[config.mk]
export PLATFORM = sky130hd
export DESIGN_NAME = icd_decode
export DESIGN_NICKNAME = d
export VERILOG_FILES = /design/src/icd_pkg.sv /design/src/icd_qphase.sv /design/src/icd_decode.sv
export VERILOG_INCLUDE_DIRS = /design/src /design/src/src
export SDC_FILE = /design/constraint.sdc
export NUM_CORES = 1
export LEC_CHECK = 0
export ABC_AREA = 1
export BUFFER_PORTS_ARGS = -buffer_cell sky130_fd_sc_hd__buf_2
export CAP_MARGIN = 20
export CELL_PAD_IN_SITES_DETAIL_PLACEMENT = 1
export CELL_PAD_IN_SITES_GLOBAL_PLACEMENT = 2
export CORE_ASPECT_RATIO = 1.4
export CORE_MARGIN = 4
export CORE_UTILIZATION = 29
export DETAILED_ROUTE_END_ITERATION = 8
export PLACE_DENSITY = 0.88
export SLEW_MARGIN = 25
export SYNTH_ARGS = -nofsm -noshare
export SYNTH_HDL_FRONTEND = slang
export SYNTH_SLANG_ARGS = --single-unit
[constraint.sdc]
create_clock -name clk_sys -period 1.9 [get_ports clk_sys]
set_input_delay 0.285 -clock clk_sys [delete_from_list [all_inputs] [get_ports clk_sys]]
set_output_delay 0.285 -clock clk_sys [all_outputs]
set_load 0.01 [all_outputs]
[src/icd_consts.svh]
// constants for the instruction cycle timing decoder
`ifndef ICD_CONSTS_SVH
`define ICD_CONSTS_SVH

// ----------------------------------------------------------------
// word and cycle timing
// ----------------------------------------------------------------
`define ICD_WORD_W      14
`define ICD_Q_PER_CYC   4
`define ICD_Q_LAST      2'(`ICD_Q_PER_CYC - 1)
`define ICD_Q_READ      2'h0
`define ICD_Q_WRITE     2'h2
`define ICD_CYC_ONE     2'h1
`define ICD_CYC_TWO     2'h2
`define ICD_NOP_WORD    14'h0000

// ----------------------------------------------------------------
// word fields
// ----------------------------------------------------------------
`define ICD_TOP_BYTE    2'h0
`define ICD_TOP_BIT     2'h1
`define ICD_TOP_JUMP    2'h2
`define ICD_IND_ADDR_HI 6'h00

// ----------------------------------------------------------------
// operation codes
// ----------------------------------------------------------------
`define ICD_OP_MISC     4'h0
`define ICD_OP_CLEAR    4'h1
`define ICD_OP_DEC_SKIP 4'hB
`define ICD_OP_INC_SKIP 4'hF
`define ICD_LO_RET_SUB  8'h08
`define ICD_LO_RET_INT  8'h09
`define ICD_LO_CALL_W   8'h0A
`define ICD_LO_BR_W     8'h0B
`define ICD_IMV_LOAD    5'h02
`define ICD_IMV_STORE   5'h03
`define ICD_OP_RET_LIT  4'h4
`define ICD_OP_REL_BR_A 4'h2
`define ICD_OP_REL_BR_B 4'h3
`define ICD_OP_IND_OFS  4'hF
`define ICD_OP_SHL      4'h5
`define ICD_OP_SHR      4'h6
`define ICD_OP_ASR      4'h7
`define ICD_OP_SUB_B    4'hB
`define ICD_OP_ADD_C    4'hD
`define ICD_OP_MOV_LIT  4'h0
`define ICD_OP_OR_LIT   4'h8
`define ICD_OP_AND_LIT  4'h9
`define ICD_OP_XOR_LIT  4'hA
`define ICD_OP_SUB_LIT  4'hC
`define ICD_OP_ADD_LIT  4'hE

`endif

[src/icd_pkg.sv]
// types for the instruction cycle timing decoder
package icd_pkg;
   typedef enum logic [1:0] {
      ICD_GRP_BYTE,
      ICD_GRP_BIT,
      ICD_GRP_LIT
   } icd_group_e;

   typedef enum logic [2:0] {
      ICD_CLS_PLAIN,
      ICD_CLS_CALL,
      ICD_CLS_RET,
      ICD_CLS_BRANCH,
      ICD_CLS_SKIP,
      ICD_CLS_IND_MOVE
   } icd_class_e;

   typedef enum logic [1:0] {
      ICD_PM_PRE_INC,
      ICD_PM_PRE_DEC,
      ICD_PM_POST_INC,
      ICD_PM_POST_DEC
   } icd_ptr_mode_e;
endpackage

[src/icd_qphase.sv]
// four-phase sequencer of one instruction cycle
`timescale 1ns/1ps
`include "icd_consts.svh"

module icd_qphase (
   // clock and reset
   input  wire logic       clk_sys,
   input  wire logic       arst_n,
   input  wire logic       ce,
   // phase
   output logic [1:0]      q_phase_r
);
   logic [1:0] q_phase_nxt;

   always_comb begin
      if (q_phase_r == `ICD_Q_LAST) begin
         q_phase_nxt = 2'h0;
      end else begin
         q_phase_nxt = q_phase_r + 2'h1;
      end
   end

   always_ff @(posedge clk_sys or negedge arst_n) begin
      if (!arst_n) begin
         q_phase_r <= 2'h0;
      end else if (ce) begin
         q_phase_r <= q_phase_nxt;
      end
   end
endmodule

[src/icd_decode.sv]
// instruction decoder with instruction cycle timing
`timescale 1ns/1ps
`include "icd_consts.svh"

module icd_decode (
   // clock and reset
   input  wire logic                 clk_sys,
   input  wire logic                 arst_n,
   input  wire logic                 ce,
   // fetch path
   input  wire logic [13:0]          fetch_word,
   input  wire logic                 fetch_valid,
   // datapath status
   input  wire logic [1:0]           ptr_in_pm,
   input  wire logic                 skip_true,
   // phase
   output logic [1:0]                q_phase_r,
   // decoded instruction
   output icd_pkg::icd_group_e       grp_r,
   output icd_pkg::icd_class_e       cls_r,
   output logic [6:0]                file_addr_r,
   output logic [2:0]                bit_sel_r,
   output logic                      dest_file_r,
   output logic [10:0]               literal_r,
   output logic                      ptr_sel_r,
   output icd_pkg::icd_ptr_mode_e    ptr_mode_r,
   // timing and strobes
   output logic [1:0]                cycles_r,
   output logic                      exec_valid_r,
   output logic                      flush_r,
   output logic                      file_rd_r,
   output logic                      file_wr_r,
   output logic                      w_wr_r
);
   // ----------------------------------------------------------------
   // decode of the fetched word
   // ----------------------------------------------------------------
   logic [13:0]                w;
   logic [1:0]                 top;
   logic [3:0]                 op;
   icd_pkg::icd_group_e        dc_grp;
   icd_pkg::icd_class_e        dc_cls;
   icd_pkg::icd_ptr_mode_e     dc_mode;
   logic                       dc_rd;
   logic                       dc_wf;
   logic                       dc_ww;
   logic                       dc_ind;
   logic                       dc_ptr;
   logic                       dc_extra;
   logic [10:0]                dc_lit;
   logic [1:0]                 dc_cyc;

   icd_qphase u_qphase (
      .clk_sys   (clk_sys),
      .arst_n    (arst_n),
      .ce        (ce),
      .q_phase_r (q_phase_r)
   );

   always_comb begin
      w       = fetch_valid ? fetch_word : `ICD_NOP_WORD;
      top     = w[13:12];
      op      = w[11:8];
      dc_grp  = icd_pkg::ICD_GRP_LIT;
      dc_cls  = icd_pkg::ICD_CLS_PLAIN;
      dc_mode = icd_pkg::ICD_PM_PRE_INC;
      dc_rd   = 1'b0;
      dc_wf   = 1'b0;
      dc_ww   = 1'b0;
      dc_ind  = 1'b0;
      dc_ptr  = 1'b0;
      dc_lit  = {3'h0, w[7:0]};
      case (top)
         `ICD_TOP_BYTE: begin
            dc_grp = icd_pkg::ICD_GRP_BYTE;
            dc_rd  = 1'b1;
            dc_wf  = w[7];
            dc_ww  = !w[7];
            if (op == `ICD_OP_MISC && !w[7]) begin
               dc_grp = icd_pkg::ICD_GRP_LIT;
               dc_rd  = 1'b0;
               dc_ww  = 1'b0;
               case (w[7:0])
                  `ICD_LO_RET_SUB, `ICD_LO_RET_INT: begin
                     dc_cls = icd_pkg::ICD_CLS_RET;
                  end
                  `ICD_LO_CALL_W: begin
                     dc_cls = icd_pkg::ICD_CLS_CALL;
                  end
                  `ICD_LO_BR_W: begin
                     dc_cls = icd_pkg::ICD_CLS_BRANCH;
                  end
                  default: begin
                     if (w[7:3] == `ICD_IMV_LOAD ||
                         w[7:3] == `ICD_IMV_STORE) begin
                        dc_cls  = icd_pkg::ICD_CLS_IND_MOVE;
                        dc_ind  = 1'b1;
                        dc_ptr  = w[2];
                        dc_mode = icd_pkg::icd_ptr_mode_e'(w[1:0]);
                        dc_rd   = 1'b1;
                        dc_wf   = w[3];
                        dc_ww   = !w[3];
                     end
                  end
               endcase
            end else if (op == `ICD_OP_CLEAR) begin
               // clearing W leaves the address field unused
               dc_rd = w[7];
            end else if (op == `ICD_OP_DEC_SKIP ||
                         op == `ICD_OP_INC_SKIP) begin
               dc_cls = icd_pkg::ICD_CLS_SKIP;
            end
         end
         `ICD_TOP_BIT: begin
            dc_grp = icd_pkg::ICD_GRP_BIT;
            dc_rd  = 1'b1;
            if (op[3]) begin
               dc_cls = icd_pkg::ICD_CLS_SKIP;
            end else begin
               dc_wf  = 1'b1;
            end
         end
         `ICD_TOP_JUMP: begin
            dc_lit = w[10:0];
            if (!w[11]) begin
               dc_cls = icd_pkg::ICD_CLS_CALL;
            end else begin
               dc_cls = icd_pkg::ICD_CLS_BRANCH;
            end
         end
         default: begin
            case (op)
               `ICD_OP_RET_LIT: begin
                  dc_cls = icd_pkg::ICD_CLS_RET;
                  dc_ww  = 1'b1;
               end
               `ICD_OP_REL_BR_A, `ICD_OP_REL_BR_B: begin
                  dc_cls = icd_pkg::ICD_CLS_BRANCH;
                  dc_lit = {2'h0, w[8:0]};
               end
               `ICD_OP_IND_OFS: begin
                  dc_cls = icd_pkg::ICD_CLS_IND_MOVE;
                  dc_ind = 1'b1;
                  dc_ptr = w[6];
                  dc_rd  = 1'b1;
                  dc_wf  = w[7];
                  dc_ww  = !w[7];
                  dc_lit = {5'h0, w[5:0]};
               end
               `ICD_OP_SHL, `ICD_OP_SHR, `ICD_OP_ASR,
               `ICD_OP_SUB_B, `ICD_OP_ADD_C: begin
                  dc_grp = icd_pkg::ICD_GRP_BYTE;
                  dc_rd  = 1'b1;
                  dc_wf  = w[7];
                  dc_ww  = !w[7];
               end
               `ICD_OP_MOV_LIT, `ICD_OP_OR_LIT, `ICD_OP_AND_LIT,
               `ICD_OP_XOR_LIT, `ICD_OP_SUB_LIT, `ICD_OP_ADD_LIT: begin
                  dc_ww  = 1'b1;
               end
               default: begin
                  dc_ww  = 1'b0;
               end
            endcase
         end
      endcase
      // the indirect access registers sit at the bottom of every bank;
      // only a word that really reads its file operand counts, so the
      // free address bits of clear-w never cost an extra cycle
      if (dc_grp != icd_pkg::ICD_GRP_LIT && dc_rd &&
          w[6:1] == `ICD_IND_ADDR_HI) begin
         dc_ind = 1'b1;
         dc_ptr = w[0];
      end
      dc_extra = dc_ind && ptr_in_pm[dc_ptr];
      if (dc_cls == icd_pkg::ICD_CLS_CALL ||
          dc_cls == icd_pkg::ICD_CLS_RET ||
          dc_cls == icd_pkg::ICD_CLS_BRANCH) begin
         dc_cyc = `ICD_CYC_TWO;
      end else begin
         dc_cyc = `ICD_CYC_ONE;
      end
      dc_cyc = dc_cyc + {1'b0, dc_extra};
   end

   // ----------------------------------------------------------------
   // cycle sequencing
   // ----------------------------------------------------------------
   logic [1:0]                 rem_r;
   logic [1:0]                 rem_nxt;
   logic                       skip_arm_r;
   logic                       skip_arm_nxt;
   logic                       rd_f_r;
   logic                       rd_f_nxt;
   logic                       wf_r;
   logic                       wf_nxt;
   logic                       ww_r;
   logic                       ww_nxt;
   logic                       skip_hit;
   icd_pkg::icd_group_e        grp_nxt;
   icd_pkg::icd_class_e        cls_nxt;
   icd_pkg::icd_ptr_mode_e     ptr_mode_nxt;
   logic [6:0]                 file_addr_nxt;
   logic [2:0]                 bit_sel_nxt;
   logic                       dest_file_nxt;
   logic [10:0]                literal_nxt;
   logic                       ptr_sel_nxt;
   logic [1:0]                 cycles_nxt;
   logic                       exec_valid_nxt;
   logic                       flush_nxt;
   logic                       file_rd_nxt;
   logic                       file_wr_nxt;
   logic                       w_wr_nxt;

   always_comb begin
      skip_hit       = skip_arm_r && rem_r == 2'h0 && skip_true;
      rem_nxt        = rem_r;
      skip_arm_nxt   = skip_arm_r;
      rd_f_nxt       = rd_f_r;
      wf_nxt         = wf_r;
      ww_nxt         = ww_r;
      grp_nxt        = grp_r;
      cls_nxt        = cls_r;
      ptr_mode_nxt   = ptr_mode_r;
      file_addr_nxt  = file_addr_r;
      bit_sel_nxt    = bit_sel_r;
      dest_file_nxt  = dest_file_r;
      literal_nxt    = literal_r;
      ptr_sel_nxt    = ptr_sel_r;
      cycles_nxt     = cycles_r;
      exec_valid_nxt = exec_valid_r;
      flush_nxt      = flush_r;
      file_rd_nxt    = 1'b0;
      file_wr_nxt    = 1'b0;
      w_wr_nxt       = 1'b0;
      // read in the second phase, write back in the fourth
      if (exec_valid_r && q_phase_r == `ICD_Q_READ) begin
         file_rd_nxt = rd_f_r;
      end
      if (exec_valid_r && q_phase_r == `ICD_Q_WRITE) begin
         file_wr_nxt = wf_r;
         w_wr_nxt    = ww_r;
      end
      if (q_phase_r == `ICD_Q_LAST) begin
         if (rem_r != 2'h0 || skip_hit) begin
            // prefetched word is dropped, nothing executes
            flush_nxt      = 1'b1;
            exec_valid_nxt = 1'b0;
            if (skip_hit) begin
               skip_arm_nxt = 1'b0;
               cycles_nxt   = cycles_r + 2'h1;
            end else begin
               rem_nxt      = rem_r - 2'h1;
            end
         end else begin
            flush_nxt      = 1'b0;
            exec_valid_nxt = fetch_valid;
            grp_nxt        = dc_grp;
            cls_nxt        = dc_cls;
            ptr_mode_nxt   = dc_mode;
            file_addr_nxt  = w[6:0];
            bit_sel_nxt    = w[9:7];
            dest_file_nxt  = (dc_grp == icd_pkg::ICD_GRP_BYTE) ?
                             w[7] : dc_wf;
            literal_nxt    = dc_lit;
            ptr_sel_nxt    = dc_ptr;
            cycles_nxt     = dc_cyc;
            rem_nxt        = dc_cyc - 2'h1;
            skip_arm_nxt   = dc_cls == icd_pkg::ICD_CLS_SKIP;
            rd_f_nxt       = dc_rd;
            wf_nxt         = dc_wf;
            ww_nxt         = dc_ww;
         end
      end
   end

   always_ff @(posedge clk_sys or negedge arst_n) begin
      if (!arst_n) begin
         rem_r        <= 2'h0;
         skip_arm_r   <= 1'b0;
         rd_f_r       <= 1'b0;
         wf_r         <= 1'b0;
         ww_r         <= 1'b0;
         grp_r        <= icd_pkg::ICD_GRP_LIT;
         cls_r        <= icd_pkg::ICD_CLS_PLAIN;
         ptr_mode_r   <= icd_pkg::ICD_PM_PRE_INC;
         file_addr_r  <= 7'h00;
         bit_sel_r    <= 3'h0;
         dest_file_r  <= 1'b0;
         literal_r    <= 11'h000;
         ptr_sel_r    <= 1'b0;
         cycles_r     <= `ICD_CYC_ONE;
         exec_valid_r <= 1'b0;
         flush_r      <= 1'b0;
         file_rd_r    <= 1'b0;
         file_wr_r    <= 1'b0;
         w_wr_r       <= 1'b0;
      end else if (ce) begin
         rem_r        <= rem_nxt;
         skip_arm_r   <= skip_arm_nxt;
         rd_f_r       <= rd_f_nxt;
         wf_r         <= wf_nxt;
         ww_r         <= ww_nxt;
         grp_r        <= grp_nxt;
         cls_r        <= cls_nxt;
         ptr_mode_r   <= ptr_mode_nxt;
         file_addr_r  <= file_addr_nxt;
         bit_sel_r    <= bit_sel_nxt;
         dest_file_r  <= dest_file_nxt;
         literal_r    <= literal_nxt;
         ptr_sel_r    <= ptr_sel_nxt;
         cycles_r     <= cycles_nxt;
         exec_valid_r <= exec_valid_nxt;
         flush_r      <= flush_nxt;
         file_rd_r    <= file_rd_nxt;
         file_wr_r    <= file_wr_nxt;
         w_wr_r       <= w_wr_nxt;
      end
   end

   // ----------------------------------------------------------------
   // checks
   // ----------------------------------------------------------------
   logic rd_seen_r;
   always_ff @(posedge clk_sys or negedge arst_n) begin
      if (!arst_n) begin
         rd_seen_r <= 1'b0;
      end else if (file_rd_r) begin
         rd_seen_r <= 1'b1;
      end else if (ce && q_phase_r == `ICD_Q_LAST) begin
         rd_seen_r <= 1'b0;
      end
   end
endmodule

==> flow_summary.yaml, run 1 <==
run_status:
  status: "complete, but fails checks"
  violations: "setup timing"
sta:
  hold_viol: 0
  min_period_over_period_pct: 104
  final.setup.tns_ns: -0.0815
  min_period_ns: 1.98
  slew_headroom_pct: 64.9
  clock.fmax_ghz: 0.505
  slew_viol_final: 0
  worst_slew_pin_slew_ns: 0.526
  worst_slack_ns: -0.0815
  grt_setup_unrepaired: "yes"
  setup_violations: 1
  fin_skew_ns: 0.0135
  hold_ws_ns: 0.0302
worst_setup_path:
  crit_top_cell: "buf_4"
  cp_slowest_cell: "o21ai_0"
  endpoint_kind: "register"
  path_cells: "buf_2, nand2_2, nand2_2, buf_4, o21ai_0, nand3_1, o21ai_2, nor2_2, buf_4, buf_4, buf_4, a21oi_1, nand2_1, a21oi_2"
  cpLargestDelayFamily: "compound AO/OA/AOI/OAI gates"
  crit_type: "in2reg"
  worst-path-max-fanout: 5
  critPathArrivalTime_ns: 2.23
  r2r_slack_ns: 0.24
  crit_buf_inv: 5
  critical_path.startpoint_type: "input port"
  regToRegEndpoint: "ptr_mode_r[1]$_DFFE_PN0P_"
  timing.rr.start: "rem_r[1]$_DFFE_PN0P_"
  rr_worst_depth: 6
  cp_slowest_stage_delay_ns: 0.26
  cp.required_ns: 2.15
pwr:
  switchingPower_mw: 1.33
  sw_frac_of_total_pct: 38.1
  intPower_mw: 2.16
  p_total_mw: 3.49
  power_density_nw_per_um2: 996
  ir_worst_vdd_mv: 0.434
  clkPwrFrac_pct: 21.3
  p_leak_nw: 1.83
  pwr-share-comb_pct: 39.8
  p_seq_share_pct: 38.9
synth:
  netlist_area_um2: 2220
  syn-num-nets: 324
  ys_ff_latch: 39
  ys_types: 31
  syn_inst: 299
  yosys_warnings: 0
  syn_area_per_cell_um2: 7.42
  seq_area_frac_synth_pct: 44.1
drt:
  drc_errors: 0
  vias: 2449
  drtPass1Iterations: 4
  routedWlPerCell_um: 15.9
  antenna_left: 0
  viasPerCell: 4.76
  wl_um: 8180
  first_iter_violations: 75
final_layout:
  num_antenna_cells: 0
  final_common_cell: "nand2_1"
  fill_cells: 943
  drive_gt1_share_pct: 46.8
  area_growth_pct: 58.0
  nNetsFinal: 441
  final_cell_mix: "nand2_1, buf_4, buf_2, dfrtp_1, inv_1"
global_routing:
  grt_usage_pct: 17.2
  grt_use_met1_pct: 20.6
  grt_first_pass_wirelength_um: 12200
  met2_usage_pct: 29.9
  grt-busiest-layer: "met2"
  grt_overflow: 0
  grt_util_met3_pct: 1.94
  grt_pass1_vias: 2527
  antenna_found_initial: 0
  grt_start_max_net_pins: 40
cts:
  insertion_delay_ns: 0.31
  cts.sinks: 39
  cts_tree: "done"
  holdBufCountCts: 0
  clockRootBuffer: "clkbuf_8"
  cts.htree.levels: 2
  clk_pin_slew_ns: 0.09
  clock_path_buffers: 2
  numCtsBuffers: 5
die:
  ios: 60
  die_x_um: 81.9
  coreArea_um2: 7410
  rows: 37
  die_y_um: 111
  die_area_um2: 9130
  initial_utilization_pct: 29.9
placement:
  gp_congestion: 0.934
  numPortBuffers: 59
  dp_hpwl_um: 6040
flow_run:
  maxCapViolCount: 0
worst_hold_path:
  hp-class: "in2async"
[cell usage after synthesis, drive strengths merged]
| master | n | area, µm² |
|---|---|---|
| inv | 35 | 131 |
| o22ai | 2 | 12.5 |
| xor2 | 1 | 8.76 |
| o31ai | 3 | 22.5 |
| nand2 | 99 | 404 |
| ha | 4 | 50.1 |
| a21oi | 9 | 48.8 |
| o221ai | 1 | 8.76 |
| a32oi | 1 | 8.76 |
| a31oi | 1 | 6.26 |
| clkbuf | 6 | 22.5 |
| dfstp | 2 | 52.6 |
| and2 | 1 | 6.26 |
| buf | 8 | 63.8 |
| o21bai | 1 | 11.3 |
| o21ai | 32 | 160 |
| nand3 | 22 | 120 |
| nand4 | 2 | 12.5 |
| a211oi | 1 | 7.51 |
| dfrtp | 37 | 926 |
| nor2 | 28 | 118 |
| nor3 | 3 | 15.0 |
[worst reg2reg max path, delay by kind of cell, from the launching register on]
family	cells	cell delay, ns
flip-flops	1	0.43
buffers and inverters	1	0.23
AO/OA/AOI/OAI	1	0.27
AND/OR/NAND/NOR	4	0.63
[stage by stage]
step                cell area [µm²]  setup WS (ns)  util [%]  instances
finish                         3500        -0.0815      47.3        514
global route                   3500         -0.185      47.3        514
CTS                            3250         0.0300      43.8        507
detailed placement             3010         -0.473      40.7        490
global placement               3010         -0.464      40.7        490
floorplan                      2310        -0.0115         -        299
[cells by family after synthesis]
family,Yosys count,synth area share [%]
xor gates and xnor gates,1,0.395
buffers and inverters,49,9.82
and+or+nand+nor,155,30.5
adders and majority gates,4,2.26
DFF,39,44.1
AOI/OAI and AO/OA,51,12.9
[flip-flops by register name (all words and copies together), names as in the netlist, 2 cells and up]
| name | cells |
|---|---|
| file_addr_r | 7 |
| literal_r | 5 |
| bit_sel_r | 3 |
| cls_r | 3 |
| cycles_r | 2 |
| grp_r | 2 |
| ptr_mode_r | 2 |
| rem_r | 2 |
| u_qphase.q_phase_r | 2 |
[power by group through the flow]
stage                     logic [mW]  clock network (mW)  registers (mW)
after floorplan                0.643                   0            1.46
after global placement          1.26                   0            1.36
after detailed placement        1.29                   0            1.37
after CTS                       1.33               0.762            1.36
after global routing            1.55               0.791            1.40
final                           1.39               0.744            1.36
[what timing repair did]
item / CTS / global route
gates cloned: 0 / 0
pin swaps: 12 / 19
endpoints found under the setup margin: 3 / 5
resized for setup: 15 / 45
setup buffers: 9 / 7
[how the worst max path moves through the flow]
stage                              from                      end  cells past startpoint
after detailed placement    fetch_valid     rem_r[1]$_DFFE_PN0P_                     14
after global placement      fetch_valid     rem_r[1]$_DFFE_PN0P_                     14
after CTS                   fetch_valid     rem_r[1]$_DFFE_PN0P_                     15
after floorplan             fetch_valid     rem_r[1]$_DFFE_PN0P_                     14
final                     fetch_word[9]  cycles_r[0]$_DFFE_PN1P_                     14
after global routing      fetch_word[9]  cycles_r[0]$_DFFE_PN1P_                     14
[cell type report]
| cell class | count | area [µm²] | area share (%) |
|---|---|---|---|
| Tap cell | 97 | 121 | 3.47 |
| Clock inverter | 2 | 35.0 | 1.00 |
| Multi-Input combinational cell | 211 | 1330 | 37.9 |
| Inverter | 35 | 134 | 3.82 |
| Sequential cell | 39 | 978 | 27.9 |
| Clock buffer | 6 | 82.6 | 2.36 |
| Timing Repair Buffer | 124 | 825 | 23.5 |
[routing by layer]
layer	vias to the layer above	routed length (µm)
li1	1191	-
met1	1183	3270
met2	57	4390
met3	18	255
met4	0	264
met5	-	0
(Power assumes the default switching activity.)
==> run 2, diff against run 1 <==
==> constraint.sdc (replaced) <==
create_clock -name clk_sys -period 1.9 [get_ports clk_sys]
set_input_delay 0.095 -clock clk_sys [delete_from_list [all_inputs] [get_ports clk_sys]]
set_output_delay 0.095 -clock clk_sys [all_outputs]
set_load 0.01 [all_outputs]
==> run 2 against run 1 <==
The run now ends clean. Cell count shrank 1.9%. Global-route usage grew 0.53 points. Worst setup slack gained 0.21 ns. Largest power group is now sequential cells. Wire length shrank 5.9%. Critical path type unchanged. Power shrank 3.3%. Clock power shrank 9.0%.
==> flow_summary.yaml, run 2 (synthesis results as in run 1) <==
worst_setup_path:
  endpoint_kind: "register"
  rr_worst_depth: 8
  cp_slowest_stage_delay_ns: 0.30
  startpoint: "fetch_valid"
  cp_slowest_cell: "ha_4"
  critical_path.startpoint_type: "input port"
  critPathArrivalTime_ns: 1.95
  path_cells: "buf_6, buf_12, nand2_4, nand3_2, nor2_4, nand2_2, nand3_1, o21ai_0, nor2_1, nand2_1, ha_4, o221ai_4, xor2_1"
  crit_type: "in2reg"
  worst-path-max-fanout: 8
  r2r_slack_ns: 0.23
  timing.rr.start: "u_qphase.q_phase_r[0]$_DFFE_PN0P_"
  cp.required_ns: 2.08
  regToRegEndpoint: "rem_r[1]$_DFFE_PN0P_"
die:
  initial_utilization_pct: 29.9
  coreArea_um2: 7410
  rows: 37
  ios: 60
  die_x_um: 81.9
  die_area_um2: 9130
  die_y_um: 111
cts:
  clock_path_buffers: 2
  cts.sinks: 39
  insertion_delay_ns: 0.30
  clk_pin_slew_ns: 0.07
  numCtsBuffers: 5
  cts_tree: "done"
  cts.htree.levels: 2
  clockRootBuffer: "clkbuf_8"
drt:
  wl_um: 7700
  routedWlPerCell_um: 15.3
  drtPass1Iterations: 4
  viasPerCell: 4.72
  antenna_left: 0
  drc_errors: 0
  vias: 2380
  first_iter_violations: 65
sta:
  min_period_ns: 1.77
  hold_viol: 0
  min_period_over_period_pct: 93.1
  worst_slew_pin_slew_ns: 0.515
  hold_ws_ns: 0.0787
  grt_setup_unrepaired: "no"
  slew_viol_final: 0
  worst_slack_ns: 0.131
  fin_skew_ns: 0.00419
  setup_violations: 0
  clock.fmax_ghz: 0.565
  slew_headroom_pct: 65.7
placement:
  gp_congestion: 0.934
  dp_slack_ns: -0.539
  numPortBuffers: 59
  dp_hpwl_um: 6100
final_layout:
  area_growth_pct: 47.5
  top_regs: "file_addr_r (7), literal_r (5)"
  drive_gt1_share_pct: 41.0
  num_antenna_cells: 0
  nNetsFinal: 432
  largest-register: "file_addr_r"
  final_cell_mix: "nand2_1, buf_2, buf_4, dfrtp_1, inv_1"
  final_common_cell: "nand2_1"
  largest_reg_flops: 7
worst_hold_path:
  hold_path_depth: 3
  hold_start: "fetch_word[1]"
  min_to: "ptr_mode_r[1]$_DFFE_PN0P_"
  hp-class: "in2reg"
pwr:
  p_total_mw: 3.37
  p_leak_nw: 1.76
  ir_worst_vdd_mv: 0.334
  power_density_nw_per_um2: 1030
global_routing:
  antenna_found_initial: 0
  grt_usage_pct: 17.8
  grt_pass1_vias: 2652
  grt_overflow: 0
  grt_first_pass_wirelength_um: 12600
  grt_start_max_net_pins: 40
flow_run:
  maxCapViolCount: 0
run_status:
  status: "finished, final reports clean"
-- run 2: cell count changes in the layout (fill, tap and decap cells not counted), moves of 2 or more --
| cell | change |
|---|---|
| nand2_2 | -3 |
| nor2_2 | -4 |
| nor2_1 | +5 |
| buf_12 | -2 |
| nand3_1 | +3 |
| buf_4 | -6 |
| a21oi_2 | +2 |
| nand2_8 | -4 |
| nand2_1 | +7 |
| nand3_4 | -3 |
-- run 2: timing repair --
| item | in CTS | in global routing |
|---|---|---|
| endpoints found under the hold margin | 37 | 0 |
| pin swaps | 6 | 16 |
| setup buffers | 5 | 3 |
| hold buffers | 1 | 0 |
| endpoints found under the setup margin | 2 | 5 |
| resized for setup | 14 | 31 |
-- run 2: power breakdown --
group / switching, mW / leakage, nW / internal, mW
combinational: 0.779 / 1.20 / 0.558
clock: 0.293 / 0.0513 / 0.385
sequential: 0.209 / 0.508 / 1.15
-- run 2: area by class of cell --
class,instances,area (µm²)
Inverter,35,131
Clock buffer,6,72.6
Timing Repair Buffer,115,739
Sequential cell,39,978
Multi-Input combinational cell,211,1200
Tap cell,97,121
Fill cell,946,4140
Clock inverter,1,30.0
-- run 2: how the worst max path moves through the flow --
stage / end / cells after the start
after CTS: cycles_r[0]$_DFFE_PN1P_ / 17
after global routing: rem_r[1]$_DFFE_PN0P_ / 15
after detailed placement: rem_r[1]$_DFFE_PN0P_ / 13
final: rem_r[1]$_DFFE_PN0P_ / 13
after global placement: rem_r[1]$_DFFE_PN0P_ / 13
after floorplan: rem_r[1]$_DFFE_PN0P_ / 14
-- run 2: worst max-delay path, delay by kind of cell --
| family | cells | cell delay, ns |
|---|---|---|
| AND/OR/NAND/NOR | 7 | 0.83 |
| adder cells (fa/ha/maj) | 1 | 0.30 |
| AO/OA/AOI/OAI | 2 | 0.28 |
| buffers and inverters | 2 | 0.26 |
| XOR/XNOR | 1 | 0.18 |
-- run 2: through the flow --
step	TNS, ns	util, %	cell area, µm²	instances
final	0	44.2	3270	504
after global routing	0	44.2	3270	504
after CTS	0	42.0	3110	501
after detailed placement	-1.33	39.3	2910	488
after global placement	-1.33	39.3	2910	488
after floorplan	0	-	2220	299
-- run 2: per-layer routing --
layer / routed length (µm) / up-vias / part of all wire (%) / global-route usage [%]
met2: 4330 / 51 / 56 / 32.5
met5: 0 / - / 0 / 0
met3: 290 / 8 / 3.8 / 2.10
met4: 112 / 0 / 1.5 / 6.98
li1: - / 1161 / - / -
met1: 2960 / 1160 / 38 / 20.1
==> run 3, diff against run 2 <==
--- a/config.mk
+++ b/config.mk
@@ -9,14 +9,13 @@
 export ABC_AREA = 1
 export BUFFER_PORTS_ARGS = -buffer_cell sky130_fd_sc_hd__buf_2
 export CAP_MARGIN = 20
-export CELL_PAD_IN_SITES_DETAIL_PLACEMENT = 1
-export CELL_PAD_IN_SITES_GLOBAL_PLACEMENT = 2
 export CORE_ASPECT_RATIO = 1.4
-export CORE_MARGIN = 4
-export CORE_UTILIZATION = 29
+export CORE_MARGIN = 5
+export CORE_UTILIZATION = 35
 export DETAILED_ROUTE_END_ITERATION = 8
-export PLACE_DENSITY = 0.88
+export PLACE_DENSITY = 0.65
 export SLEW_MARGIN = 25
 export SYNTH_ARGS = -nofsm -noshare
 export SYNTH_HDL_FRONTEND = slang
 export SYNTH_SLANG_ARGS = --single-unit
+export TNS_END_PERCENT = 5
==> run 3 against run 2 <==
Flip-flop and latch count did not move. Critical path depth increased by 1. Wire length down 13%. Non-clock buffer count did not move. Via count decreased by 4.6%. Sequential share of layout area is 0.37 points higher. Global-route usage down 0.46 points. Sequential power about the same. First-iteration DRC count is 49% higher. Critical path type unchanged. Highest routed layer unchanged.
==> flow_summary.yaml, run 3 (synthesis results as in run 1) <==
sta:
  hold_viol: 0
  worst_slew_pin_slew_ns: 0.518
  slew_viol_final: 0
  setup_violations: 0
  worst_slack_ns: 0.102
  min_period_over_period_pct: 94.6
  slew_headroom_pct: 65.5
  fin_skew_ns: 0.00566
  clock.fmax_ghz: 0.556
  min_period_ns: 1.80
  grt_setup_unrepaired: "no"
drt:
  first_iter_violations: 97
  vias: 2271
  drc_errors: 0
  wl_um: 6710
  antenna_left: 0
  routedWlPerCell_um: 14.0
  drtPass1Iterations: 4
  viasPerCell: 4.73
cts:
  clockRootBuffer: "clkbuf_8"
  insertion_delay_ns: 0.30
  cts.htree.levels: 2
  numCtsBuffers: 5
  cts.sinks: 39
  clk_pin_slew_ns: 0.08
  cts_tree: "done"
  clock_path_buffers: 2
global_routing:
  grt_first_pass_wirelength_um: 11400
  grt_overflow: 0
  antenna_found_initial: 0
  grt_pass1_vias: 2524
  grt_start_max_net_pins: 29
  grt_usage_pct: 17.3
die:
  coreArea_um2: 6210
  die_area_um2: 8050
  rows: 34
  die_y_um: 104
  die_x_um: 77.3
  initial_utilization_pct: 35.7
  ios: 60
final_layout:
  fin_util_pct: 52.0
  final_common_cell: "nand2_1"
  nNetsFinal: 432
  largest_reg_flops: 7
  top_regs: "file_addr_r (7), literal_r (5)"
  stdcell_area_um2: 3230
  final_cell_mix: "nand2_1, buf_2, buf_4, dfrtp_1, inv_1"
  largest-register: "file_addr_r"
  drive_gt1_share_pct: 41.2
  area_growth_pct: 45.7
  num_antenna_cells: 0
  finalNonFillerCells: 480
placement:
  numPortBuffers: 59
  dp_cells: 470
  gp_congestion: 0.900
  dp_slack_ns: -0.434
  dp_hpwl_um: 5340
  place_area_um2: 2950
worst_hold_path:
  hold_start: "fetch_word[1]"
  hp-class: "in2reg"
pwr:
  p_leak_nw: 1.76
  power_density_nw_per_um2: 1020
  ir_worst_vdd_mv: 0.556
  p_total_mw: 3.28
worst_setup_path:
  timing.rr.start: "u_qphase.q_phase_r[0]$_DFFE_PN0P_"
  startpoint: "fetch_valid"
  endpoint_kind: "register"
  crit_type: "in2reg"
  worst-path-max-fanout: 7
  critical_path.startpoint_type: "input port"
  critPathArrivalTime_ns: 2.01
  cp.required_ns: 2.11
run_status:
  status: "finished, final reports clean"
flow_run:
  maxCapViolCount: 0
-- run 3: worst max-delay path, cell delays in order --
cell and delay [ns]:
buf_6 0.12, buf_4 0.14, nand2_4 0.07, nand2_2 0.07, nor2_2 0.15, buf_4 0.14
nand3_2 0.10, a21oi_2 0.19, o21bai_4 0.14, nand3_1 0.11, nand3_2 0.11, ha_4 0.22
o221ai_4 0.18, xor2_1 0.18
-- run 3: final timing paths --
path	end	slack, ns	cells past startpoint
min reg2reg	grp_r[1]$_DFFE_PN1P_	0.47	2
min in group asynchronous	literal_r[10]$_DFFE_PN0P_	0.30	2
min	ptr_mode_r[1]$_DFFE_PN0P_	0.09	3
max	rem_r[1]$_DFFE_PN0P_	0.10	14
max in group asynchronous	cycles_r[0]$_DFFE_PN1P_	0.97	3
max reg2reg	rem_r[1]$_DFFE_PN0P_	0.28	8
-- run 3: power by group --
group          leakage, nW  internal (mW)  switching (mW)  total, mW
sequential           0.508           1.15           0.198       1.35
combinational         1.20          0.552           0.747       1.30
clock               0.0505          0.330           0.304      0.635
total                 1.76           2.03            1.25       3.28
-- run 3: layout make-up --
| class | instances | area, µm² |
|---|---|---|
| Sequential cell | 39 | 978 |
| Timing Repair Buffer | 115 | 749 |
| Multi-Input combinational cell | 211 | 1180 |
| Clock buffer | 7 | 96.3 |
| Fill cell | 620 | 2980 |
| Clock inverter | 1 | 7.51 |
| Tap cell | 72 | 90.1 |
| Inverter | 35 | 131 |
-- run 3: metrics by stage --
stage          hold slack [ns]  setup TNS, ns
2_1_floorplan           -0.201              0
3_3_place_gp            0.0915         -0.915
3_5_place_dp             0.102          -1.07
4_1_cts                 0.0881              0
5_1_grt                  0.108              0
6_report                0.0943              0
-- run 3: layer usage --
metal	routed length, µm	global-route usage, %
met1	2700	19.0
met2	3560	31.7
met3	212	2.08
met4	244	8.97
met5	0	0
-- run 3: timing repair --
item	CTS	global route
setup buffers	0	1
pin swaps	5	11
endpoints found under the setup margin	2	3
resized for setup	14	29
endpoints found under the hold margin	19	0
hold buffers	1	0
